### config.mk
export PLATFORM = sky130hd
export DESIGN_NAME = mg_guard
export DESIGN_NICKNAME = d
export VERILOG_FILES = /design/src/logic/mg_pkg.sv /design/src/logic/mg_mem_if.sv /design/src/logic/mg_nvm_mem.sv /design/src/logic/mg_guard.sv
export SDC_FILE = /design/constraint.sdc
export NUM_CORES = 2
export LEC_CHECK = 0
export BUFFER_PORTS_ARGS = -buffer_cell sky130_fd_sc_hd__buf_2
export CORE_UTILIZATION = 40
export CTS_CLUSTER_DIAMETER = 60
export DETAILED_ROUTE_END_ITERATION = 10
export GPL_ROUTABILITY_DRIVEN = 0
export PLACE_DENSITY_LB_ADDON = 0.3
export SLEW_MARGIN = 10
export SYNTH_ARGS = -nofsm -noshare
export SYNTH_HDL_FRONTEND = slang
export SYNTH_SLANG_ARGS = --single-unit
### constraint.sdc
create_clock -name i_clk_sys -period 4.7 [get_ports i_clk_sys]
set_input_delay 0.94 -clock i_clk_sys [delete_from_list [all_inputs] [get_ports i_clk_sys]]
set_output_delay 0.94 -clock i_clk_sys [all_outputs]
set_load 0.05 [all_outputs]
### src/logic/mg_pkg.sv
// shared constants, types and helpers for the modem storage and upstream guard
package mg_pkg;

   // ------------------------------------------------------------
   // widths
   // ------------------------------------------------------------
   localparam int NVM_AW  = 8;
   localparam int NVM_DW  = 8;
   localparam int NPARAM  = 8;
   localparam int PARAM_W = 16;
   localparam int CHAN_W  = 8;

   // ------------------------------------------------------------
   // storage map (byte addresses)
   // ------------------------------------------------------------
   localparam logic [7:0] CM_MAC_LO   = 8'h00;
   localparam logic [7:0] CM_MAC_HI   = 8'h05;
   localparam logic [7:0] HOST_MAC_LO = 8'h06;
   localparam logic [7:0] HOST_MAC_HI = 8'h0b;
   localparam logic [7:0] SIZE_LO     = 8'h0c;
   localparam logic [7:0] SIZE_HI     = 8'h0d;
   localparam logic [7:0] CRC_LO      = 8'h0e;
   localparam logic [7:0] CRC_HI      = 8'h0f;
   localparam logic [7:0] CERT_LO     = 8'h10;
   localparam logic [7:0] CERT_HI     = 8'h9f;
   localparam logic [7:0] KEY_LO      = 8'ha0;
   localparam logic [7:0] KEY_HI      = 8'hdf;
   localparam logic [7:0] OPT_LO      = 8'he0;
   localparam logic [8:0] NVM_DEPTH   = 9'h100;

   // ------------------------------------------------------------
   // reset values and checksum constants
   // ------------------------------------------------------------
   localparam logic [15:0] CRC_INIT   = 16'hffff;
   localparam logic [15:0] CRC_POLY   = 16'h1021;
   localparam logic [15:0] TEST_RST   = 16'h0000;
   localparam logic [15:0] PARAM_RST  = 16'h0000;
   localparam logic [7:0]  CHAN_RST   = 8'h00;

   // ------------------------------------------------------------
   // types
   // ------------------------------------------------------------
   typedef enum logic [1:0] {SEL_NVM, SEL_PARAM, SEL_TEST, SEL_NONE} mg_sel_t;
   typedef enum logic [1:0] {ST_IDLE, ST_META, ST_WALK, ST_CHECK} mg_diag_t;

   // identity objects: modem address, certificate, private key
   function automatic logic mg_protected(input logic [7:0] a);
      mg_protected = (a <= CM_MAC_HI) || (a >= CERT_LO && a <= KEY_HI);
   endfunction

   // one byte of crc-ccitt, msb first
   function automatic logic [15:0] mg_crc_byte(input logic [15:0] c, input logic [7:0] d);
      logic [15:0] r;
      r = c;
      for (int i = 7; i >= 0; i--) begin
         if (r[15] ^ d[i]) begin
            r = {r[14:0], 1'b0} ^ CRC_POLY;
         end else begin
            r = {r[14:0], 1'b0};
         end
      end
      mg_crc_byte = r;
   endfunction

endpackage

### src/logic/mg_mem_if.sv
// storage port between the guard and its storage array
`timescale 1ns/1ps
interface mg_mem_if;
   logic [7:0] addr;
   logic [7:0] wdata;
   logic       we;
   logic [7:0] rdata;

   modport ctrl (output addr, output wdata, output we, input rdata);
   modport mem  (input addr, input wdata, input we, output rdata);
endinterface

### src/logic/mg_nvm_mem.sv
// storage array, 256 bytes, registered read
`timescale 1ns/1ps
module mg_nvm_mem
   import mg_pkg::*;
(
   // clock
   input  wire logic i_clk_sys,
   // storage port
   mg_mem_if.mem     mem
);
   // array is not reset: it models contents that survive power cycles
   logic [NVM_DW-1:0] arr [0:255];
   logic [NVM_DW-1:0] rd;

   always_ff @(posedge i_clk_sys) begin
      if (mem.we) begin
         arr[mem.addr] <= mem.wdata;
      end
      rd <= arr[mem.addr];
   end

   assign mem.rdata = rd;
endmodule

### src/logic/mg_guard.sv
// storage write guard, checksum diagnostic and upstream parameter lock
`timescale 1ns/1ps
// Function
// - storage holds modem address, certificate and private key at fixed locations
// - host writes aimed at identity objects never reach the array without factory enable
// - identity writes only possible with factory enable; none in the field
// - storage holds the host computer address, writable by host
// - storage holds a size field giving used space
// - diagnostic recomputes crc-ccitt over used space and compares stored value
// - spare locations may hold extra addresses, descriptors, parameters
// - upstream disable message turns transmitter off in hardware
// - upstream parameters updated only from headend messages
// - host can never write upstream parameters
// - host cannot write test registers without factory enable
// - host channel change to unknown channel id forces reinitialisation
module mg_guard
   import mg_pkg::*;
(
   // clock and reset
   input  wire logic                      i_clk_sys,
   input  wire logic                      i_sys_rst,
   // factory pin
   input  wire logic                      i_factory_en,
   // host access port
   input  wire logic                      i_host_wr,
   input  wire logic                      i_host_rd,
   input  wire logic [1:0]                i_host_sel,
   input  wire logic [7:0]                i_host_addr,
   input  wire logic [15:0]               i_host_wdata,
   output logic      [15:0]               o_host_rdata,
   output logic                           o_host_rvalid,
   output logic                           o_busy,
   // diagnostic
   input  wire logic                      i_diag_start,
   output logic                           o_diag_done,
   output logic                           o_crc_ok,
   output logic                           o_crc_err,
   // headend messages
   input  wire logic                      i_hd_wr,
   input  wire logic [2:0]                i_hd_idx,
   input  wire logic [15:0]               i_hd_data,
   input  wire logic                      i_ucd_rx,
   input  wire logic [7:0]                i_ucd_chan,
   input  wire logic                      i_updis_rx,
   input  wire logic                      i_upen_rx,
   // host channel change
   input  wire logic                      i_ucc_wr,
   input  wire logic [7:0]                i_ucc_chan,
   // upstream control
   output logic [NPARAM*PARAM_W-1:0]      o_us_params,
   output logic [15:0]                    o_test_ctrl,
   output logic                           o_us_tx_en,
   output logic [7:0]                     o_us_chan,
   output logic                           o_reinit
);

   // ------------------------------------------------------------
   // state
   // ------------------------------------------------------------
   typedef struct packed {
      logic                            fac0;
      logic                            fac1;
      mg_diag_t                        st;
      logic [8:0]                      cnt;
      logic                            dv;
      logic                            dmeta;
      logic [7:0]                      daddr;
      logic [15:0]                     size;
      logic [15:0]                     crc_st;
      logic [15:0]                     crc;
      logic                            hpend;
      logic                            hnvm;
      logic [15:0]                     hold;
      logic [15:0]                     rdata;
      logic                            rvalid;
      logic                            busy;
      logic                            done;
      logic                            ok;
      logic                            err;
      logic [NPARAM-1:0][PARAM_W-1:0]  params;
      logic [15:0]                     test;
      logic                            tx_en;
      logic [7:0]                      chan;
      logic [255:0]                    seen;
      logic                            reinit;
   } mg_state_t;

   mg_state_t s;
   mg_state_t next_s;

   mg_mem_if mif ();

   mg_nvm_mem u_mem (
      .i_clk_sys (i_clk_sys),
      .mem       (mif.mem)
   );

   // ------------------------------------------------------------
   // next state
   // ------------------------------------------------------------
   logic       mem_we;
   logic [7:0] mem_addr;
   logic       walk_more;
   logic       host_go;

   always_comb begin
      next_s    = s;
      mem_we    = 1'b0;
      mem_addr  = i_host_addr;
      walk_more = (s.cnt[8] == 1'b0) && ({7'h00, s.cnt} < s.size);
      host_go   = (s.st == ST_IDLE) && !i_diag_start;

      // factory pin synchroniser; only the second stage is used
      next_s.fac0 = i_factory_en;
      next_s.fac1 = s.fac0;

      // host read data, one cycle after the array answers
      next_s.rvalid = s.hpend;
      next_s.hpend  = 1'b0;
      if (s.hpend) begin
         next_s.rdata = s.hnvm ? {8'h00, mif.rdata} : s.hold;
      end

      // host access, only while the diagnostic is idle
      if (host_go && i_host_rd) begin
         next_s.hpend = 1'b1;
         next_s.hnvm  = (mg_sel_t'(i_host_sel) == SEL_NVM);
         case (mg_sel_t'(i_host_sel))
            SEL_PARAM: next_s.hold = s.params[i_host_addr[2:0]];
            SEL_TEST:  next_s.hold = s.test;
            default:   next_s.hold = 16'h0000;
         endcase
      end else if (host_go && i_host_wr) begin
         case (mg_sel_t'(i_host_sel))
            SEL_NVM: begin
               // identity objects need the synchronised factory pin
               mem_we = !mg_protected(i_host_addr) || s.fac1;
            end
            SEL_TEST: begin
               if (s.fac1) begin
                  next_s.test = i_host_wdata;
               end
            end
            default: begin
               // parameter writes from the host are dropped silently
               next_s.test = next_s.test;
            end
         endcase
      end

      // checksum diagnostic: absorb returning byte
      next_s.dv = 1'b0;
      if (s.dv) begin
         if (s.dmeta) begin
            case (s.daddr)
               SIZE_LO: next_s.size[7:0]    = mif.rdata;
               SIZE_HI: next_s.size[15:8]   = mif.rdata;
               CRC_LO:  next_s.crc_st[7:0]  = mif.rdata;
               default: next_s.crc_st[15:8] = mif.rdata;
            endcase
         end else if (s.daddr != CRC_LO && s.daddr != CRC_HI) begin
            // the stored checksum cannot cover itself, so it is skipped
            next_s.crc = mg_crc_byte(s.crc, mif.rdata);
         end
      end

      case (s.st)
         ST_IDLE: begin
            if (i_diag_start) begin
               next_s.st   = ST_META;
               next_s.cnt  = 9'h000;
               next_s.crc  = CRC_INIT;
               next_s.done = 1'b0;
               next_s.ok   = 1'b0;
               next_s.err  = 1'b0;
            end
         end
         ST_META: begin
            mem_addr     = SIZE_LO + s.cnt[7:0];
            next_s.dv    = 1'b1;
            next_s.dmeta = 1'b1;
            next_s.daddr = mem_addr;
            next_s.cnt   = s.cnt + 9'h001;
            if (s.cnt == 9'h003) begin
               next_s.st  = ST_WALK;
               next_s.cnt = 9'h000;
            end
         end
         ST_WALK: begin
            if (walk_more) begin
               mem_addr     = s.cnt[7:0];
               next_s.dv    = 1'b1;
               next_s.dmeta = 1'b0;
               next_s.daddr = mem_addr;
               next_s.cnt   = s.cnt + 9'h001;
            end else begin
               next_s.st = ST_CHECK;
            end
         end
         default: begin
            if (!s.dv) begin
               next_s.st   = ST_IDLE;
               next_s.done = 1'b1;
               next_s.ok   = (s.crc == s.crc_st);
               next_s.err  = (s.crc != s.crc_st);
            end
         end
      endcase
      next_s.busy = (next_s.st != ST_IDLE);

      // headend owns the upstream parameters
      if (i_hd_wr) begin
         next_s.params[i_hd_idx] = i_hd_data;
      end
      // disable wins over a simultaneous enable
      if (i_updis_rx) begin
         next_s.tx_en = 1'b0;
      end else if (i_upen_rx) begin
         next_s.tx_en = 1'b1;
      end

      // host channel change; channel zero is never accepted, even if announced
      next_s.reinit = 1'b0;
      if (i_ucc_wr) begin
         if (s.seen[i_ucc_chan] && i_ucc_chan != CHAN_RST) begin
            next_s.chan = i_ucc_chan;
         end else begin
            next_s.reinit = 1'b1;
            next_s.chan   = CHAN_RST;
            next_s.seen   = '0;
         end
      end

      // an announcement in the same cycle as a reinit survives the clear
      if (i_ucd_rx) begin
         next_s.seen[i_ucd_chan] = 1'b1;
      end
   end

   // ------------------------------------------------------------
   // registers
   // ------------------------------------------------------------
   always_ff @(posedge i_clk_sys) begin
      if (i_sys_rst) begin
         s        <= '0;
         s.st     <= ST_IDLE;
         s.crc    <= CRC_INIT;
         s.params <= {NPARAM{PARAM_RST}};
         s.test   <= TEST_RST;
         s.tx_en  <= 1'b1;
         s.chan   <= CHAN_RST;
      end else begin
         s <= next_s;
      end
   end

   assign mif.addr  = mem_addr;
   assign mif.wdata = i_host_wdata[7:0];
   assign mif.we    = mem_we;

   assign o_host_rdata  = s.rdata;
   assign o_host_rvalid = s.rvalid;
   assign o_busy        = s.busy;
   assign o_diag_done   = s.done;
   assign o_crc_ok      = s.ok;
   assign o_crc_err     = s.err;
   assign o_us_params   = s.params;
   assign o_test_ctrl   = s.test;
   assign o_us_tx_en    = s.tx_en;
   assign o_us_chan     = s.chan;
   assign o_reinit      = s.reinit;
endmodule

# Word level (Yosys, flattened, before mapping)
# Memories as Yosys holds them, arrays and structs flattened. A register that Yosys moved wholly into a read port is not among the register bits.
# Cells that the tools add are included.
# word_totals
memories	1
wordCells	185
regBits	520
ram_bits	2048
output_inout_bits	175
# classes
bitwise_logic	22
n_eq_ne	15
mux	70
add_sub_neg	2
n_reduce_logical	31
order_cmp	10
# mem_list
name	words	width	read_ports	rd_clocked_by_memory_dff	write_ports	line_no	rtl
u_mem.arr	256	8	1	1	1	mg_nvm_mem.sv:12	logic [NVM_DW-1:0] arr [0:255];
# op_table
operator	count
$mux W257	2
$mux W16	29
$mux W256	1
$or A256 B256 Y256	1
$bwmux W128	1
$mux W13	8
$bmux W16 S3	1
$demux W16 S3	1
$pmux W16 S2	1
$pmux W9 S3	1
$eq A8 B4 Y1 const B	3
$not A3 Y3	8
$mux W11	2
$pmux W10 S2	1
$mux W19	1
$lt A8 B9 Y1 const B	2
$mux W18	1
$reduce_and A3 Y1	6
$eq A16 B16 Y1	1
$lt A9 B16 Y1	1
$mux W8	2
$ne A16 B16 Y1	1
$ne A8 B4 Y1 const B	2
$pmux W8 S2	1
33 further kinds	72

# Longest topological paths before layout
# logic_depth
ltp_word	42
depth_mapped	19
depth_no_buf	14

# By module
# Synthesis repeated with hierarchy kept, for this count alone.
# hier_totals
hier_cells	5948
hier_area_um2	101832.7
# by_module_without_submodules
module	area_per_inst_um2	n_inst	cells_per_inst
mg_nvm_mem	78492.8	1	3547
mg_guard	23339.9	1	2401

# Worst setup path before layout
# OpenSTA, ideal clock, no wires.
# synth_path
path_kind	input port to flip-flop
from	input port i_ucc_chan[0]
to	register s[103] in the netlist's numbering
setup_ns	0.128
t_required_ns	4.572
t_arrival_ns	4.056
n_path_buf	4
slack_ns	0.516
path_stages	14
path_cell_list	clkbuf_1 > buf_1 > mux4_2 > o22ai_1 > nor2_1 > a211oi_1 > a21oi_1 > mux4_2 > o41ai_1 > nand2_1 > clkbuf_1 > buf_2 > a22oi_1 > nor2_1
# synth_via
elab_chain_cells	7
elab_cells_between_ends	8
cone_classes	mux: 5; bitwise: 1; reduce/logical: 2
# synth_rtl
item	line_no	rtl
start, declared	mg_guard.sv:48	input wire logic [7:0] i_ucc_chan,
$bmux W1 S8	mg_guard.sv:225	if (s.seen[i_ucc_chan] && i_ucc_chan != CHAN_RST) begin
$mux W1 (implied by the code)	mg_guard.sv:225	
$logic_and A1 B1 Y1 (*)	mg_guard.sv:225	
$mux W257 (*)	mg_guard.sv:225	
$mux W257 (*)	mg_guard.sv:224	if (i_ucc_wr) begin
$or A256 B256 Y256 (no source line)	-	
$mux W256 (*)	mg_guard.sv:235	if (i_ucd_rx) begin
end signal, assigned	mg_guard.sv:253	s <= next_s;
end, declared	mg_guard.sv:88	mg_state_t s;
# Every way passes the cells marked *; elsewhere a longest branch is shown, timed or not. The select of a mux whose other input is x is not followed.
# A chain may end at the register's enable or synchronous reset.

# Worst setup path in the final report
# layout_path
from	register s[482] in the netlist's numbering
to	register u_mem.rd[2], in the netlist u_mem.mem.rdata[2] (read register of u_mem.arr)
# layout_via
elab_chain_cells	4
# layout_rtl
item	line_no	rtl
$lt A9 B16 Y1	mg_guard.sv:110	walk_more = (s.cnt[8] == 1'b0) && ({7'h00, s.cnt} < s.size);
$logic_and A1 B1 Y1	mg_guard.sv:110	
$mux W8	mg_guard.sv:190	if (walk_more) begin
$pmux W8 S2	mg_guard.sv:167	case (s.st)
end, declared	mg_nvm_mem.sv:13	logic [NVM_DW-1:0] rd;
# No other way between the ends.

==> metrics.txt <==
status finished, violations left; failing checks DRC; Mapped Area 0.100 sq mm; final worst slack 0.0303 ns; DRT antenna net count 0; yosys synthesis warning count 0; Final Slew Violations 0; P_leak 38.3 nW; Starting DRT DRC Count 8,986; drt pass-1 iters 11; Highest Clock Rate 0.214 GHz; Post-synth EDFFs 2,048; CP Data Arrival Time 5.47 ns; IO Count 247; post-synthesis area per instance 13.9 sq um; Post-Syn Instances 7,187; Detailed Place HPWL 181 mm; crit end category flop; Rel. slew slack 22.1%; Slew @ Worst Pin 1.17 ns; final setup violation count 0; vias in the first global route 63,500; area delta synth->final 16.7%; TritonCTS clock tree yes; placed insts 10,700; Sequential Power Share 49.1%; total grt overflow 0; PwrDens 432 mW/mm^2; Final Critical Period 4.67 ns; startpoint types flop; initial antenna violation count 4; clk_lat worst skew 0.94 ns; pin count of the biggest net entering global routing 143; nets@finish 7,746; Routed WL 292 mm; Fillers 21,600; die height 502 um; FFs w/ async S/R, synth 0%; clock share of power 41.9%; core box area 0.249 sq mm; Die ar. 0.252 sq mm; htree depth 5; final hold violations 0; PortBufs 246; distinct cell type count after synthesis 76; die width 502 um; drt via density 5.90; CTS sink cnt 2,576; switching part of the total power 23.7%; Tcrit/Tclk final 99.4%; Hold Crit Depth 2; Vias 66,000; register bit total from synthesis 2,576; RSZ-0062 raised after global routing false; NetSw 12.0 mW; first-pass GRT wire length 428 mm; routed length per instance 26.1 um; CTS Buf Count 286; reg2reg path depth 16; drt drc 1; share of layout cells above drive strength 1 18.5%; hold_buf cts 0; crit-path max FO 95; CP Class reg2reg; Total Routing Usage GR 22.6%; worst vdd ir 0.262 mV; Synth Flop Type edfxtp_1; clk buf depth 4; worst path required time 5.50 ns; max_cap viols 0; post-route insts no fill 11,200; Core Rows 183; Clock Skews 0.0737 ns; Initial Util 40.3%; post-synth net total 7,278; post-synthesis sequential area ratio 72.0%; Root Driver clkbuf_16; P_int 38.5 mW; Comb power frac 9.0%; Hold Path Class in2reg; pre-CTS setup slack -0.281 ns; clock-pin slew on the worst setup and hold paths 0.06 ns
## critical path, cell delays in order (launching register included)
cell and delay [ns]:
dfxtp_1 0.34, inv_1 0.05, ha_1 0.32, a2111oi_4 0.34
buf_4 0.20, o31a_1 0.25, nand2_1 0.14, a221o_2 0.43
and2_4 0.23, buf_12 0.20, a222oi_1 0.38, a21oi_1 0.16
o41ai_1 0.76, o221ai_1 0.25, nor2_1 0.14, buf_4 0.14
a211oi_1 0.04
## flip-flops by register name, indices dropped and copies added, names as in the netlist, 2 cells and up
signal           cells
u_mem.arr         2048
s                  343
o_us_params        128
o_host_rdata        16
o_test_ctrl         16
o_us_chan            8
u_mem.mem.rdata      8
next_s               2
## layout make-up
type / count / area, sq um / area share, %
clock inverters: 107 / 891 / 0.762
diodes: 6 / 15.0 / 0.0128
well taps: 3330 / 4170 / 3.56
inverters: 36 / 135 / 0.116
repair buffers: 911 / 7100 / 6.08
clock buffers: 375 / 7850 / 6.72
multi-input cells: 3844 / 24600 / 21.1
flip-flops and latches: 2576 / 72100 / 61.7
## cells by family (layout without fill, tap and decap cells)
kind of cell / after synthesis / in the layout / share of synthesized area (%)
flip-flops: 2576 / 2576 / 72.0
AO/OA/AOI/OAI: 1897 / 1897 / 14.0
AND/OR/NAND/NOR: 1690 / 1690 / 6.92
buffers and inverters: 767 / 1429 / 3.74
multiplexers: 189 / 189 / 2.74
XOR/XNOR: 49 / 49 / 0.428
adder cells (fa/ha/maj): 19 / 19 / 0.237
other: 0 / 6 / 0
## per-layer routing
metal	up-vias	wire [um]	track usage [%]
met5	-	0	0
met4	0	11300	8.81
met3	530	26200	4.24
met2	3254	135000	35.3
met1	33300	119000	31.1
li1	28900	-	-
## cell usage in the layout (no fill, tap or decap), drive strengths merged, types with 65 or more instances in the layout
master and instances:
a222oi 331, nor3 76, a21oi 568, clkbuf 375
buf 911, mux4 65, a221oi 111, edfxtp 2048
a22oi 386, nand2 752, o22ai 70, mux2i 91
clkinv 84, nor2 653, dfxtp 528
## worst paths after layout
path                     from                 end  slack [ns]
setup reg to reg       s[482]  u_mem.mem.rdata[2]        0.03
setup / recovery       s[482]  u_mem.mem.rdata[2]        0.03
hold / removal     i_updis_rx          o_us_tx_en        0.22
hold reg to reg   next_s[518]              s[518]        0.46
## synthesized netlist by cell type (all sizes together) (16+ instances only)
cell,instances,area share [%]
edfxtp,2048,61
nand2,752,2.8
nor2,653,2.4
a21oi,568,2.8
dfxtp,528,11
a22oi,386,2.9
clkbuf,374,1.4
buf,357,2.2
a222oi,331,3.3
a221oi,111,0.97
mux2i,91,0.91
nor3,76,0.38
o22ai,70,0.44
mux4,65,1.5
a22o,63,0.55
nand3,57,0.28
o21ai,53,0.26
nor4,52,0.33
xnor2,37,0.32
inv,35,0.13
mux2,33,0.37
o221ai,32,0.28
a32oi,29,0.25
a211oi,28,0.23
a21boi,28,0.21
a2111oi,26,0.25
nor2b,23,0.14
and3,21,0.13
o41ai,20,0.18
a32o,19,0.19
ha,19,0.24
o211ai,19,0.15
o31ai,18,0.14
a221o,16,0.16
a311oi,16,0.14
nand2b,16,0.11
## timing repair
action | in CTS | in global routing
setup buffers | 0 | 2
setup endpoints to repair | 4 | 8
resized for setup | 7 | 24
pin swaps | 0 | 3
cloned | 0 | 0
## power by group through the flow
stage / Sequential [mW] / Clock [mW] / Combinational, mW
floorplan: 25.2 / 0 / 2.32
global placement: 25.3 / 0 / 4.43
detailed placement: 25.3 / 0 / 4.46
CTS: 24.8 / 21.5 / 4.49
global route: 24.8 / 22.3 / 4.79
finish: 24.8 / 21.2 / 4.55
## stage by stage
stage          setup TNS (ns)  power, mW  utilization, %  hold WS, ns  instance area [sq um]
2_1_floorplan               0       27.5               -        0.414                 100000
3_3_place_gp           -0.828       29.7            43.4        0.438                 108000
3_5_place_dp           -0.444       29.7            43.4        0.450                 108000
4_1_cts                     0       50.7            46.9        0.163                 117000
5_1_grt                     0       51.9            47.0        0.204                 117000
6_report                    0       50.5            47.0        0.216                 117000
Power figures use the tool's default switching activity.
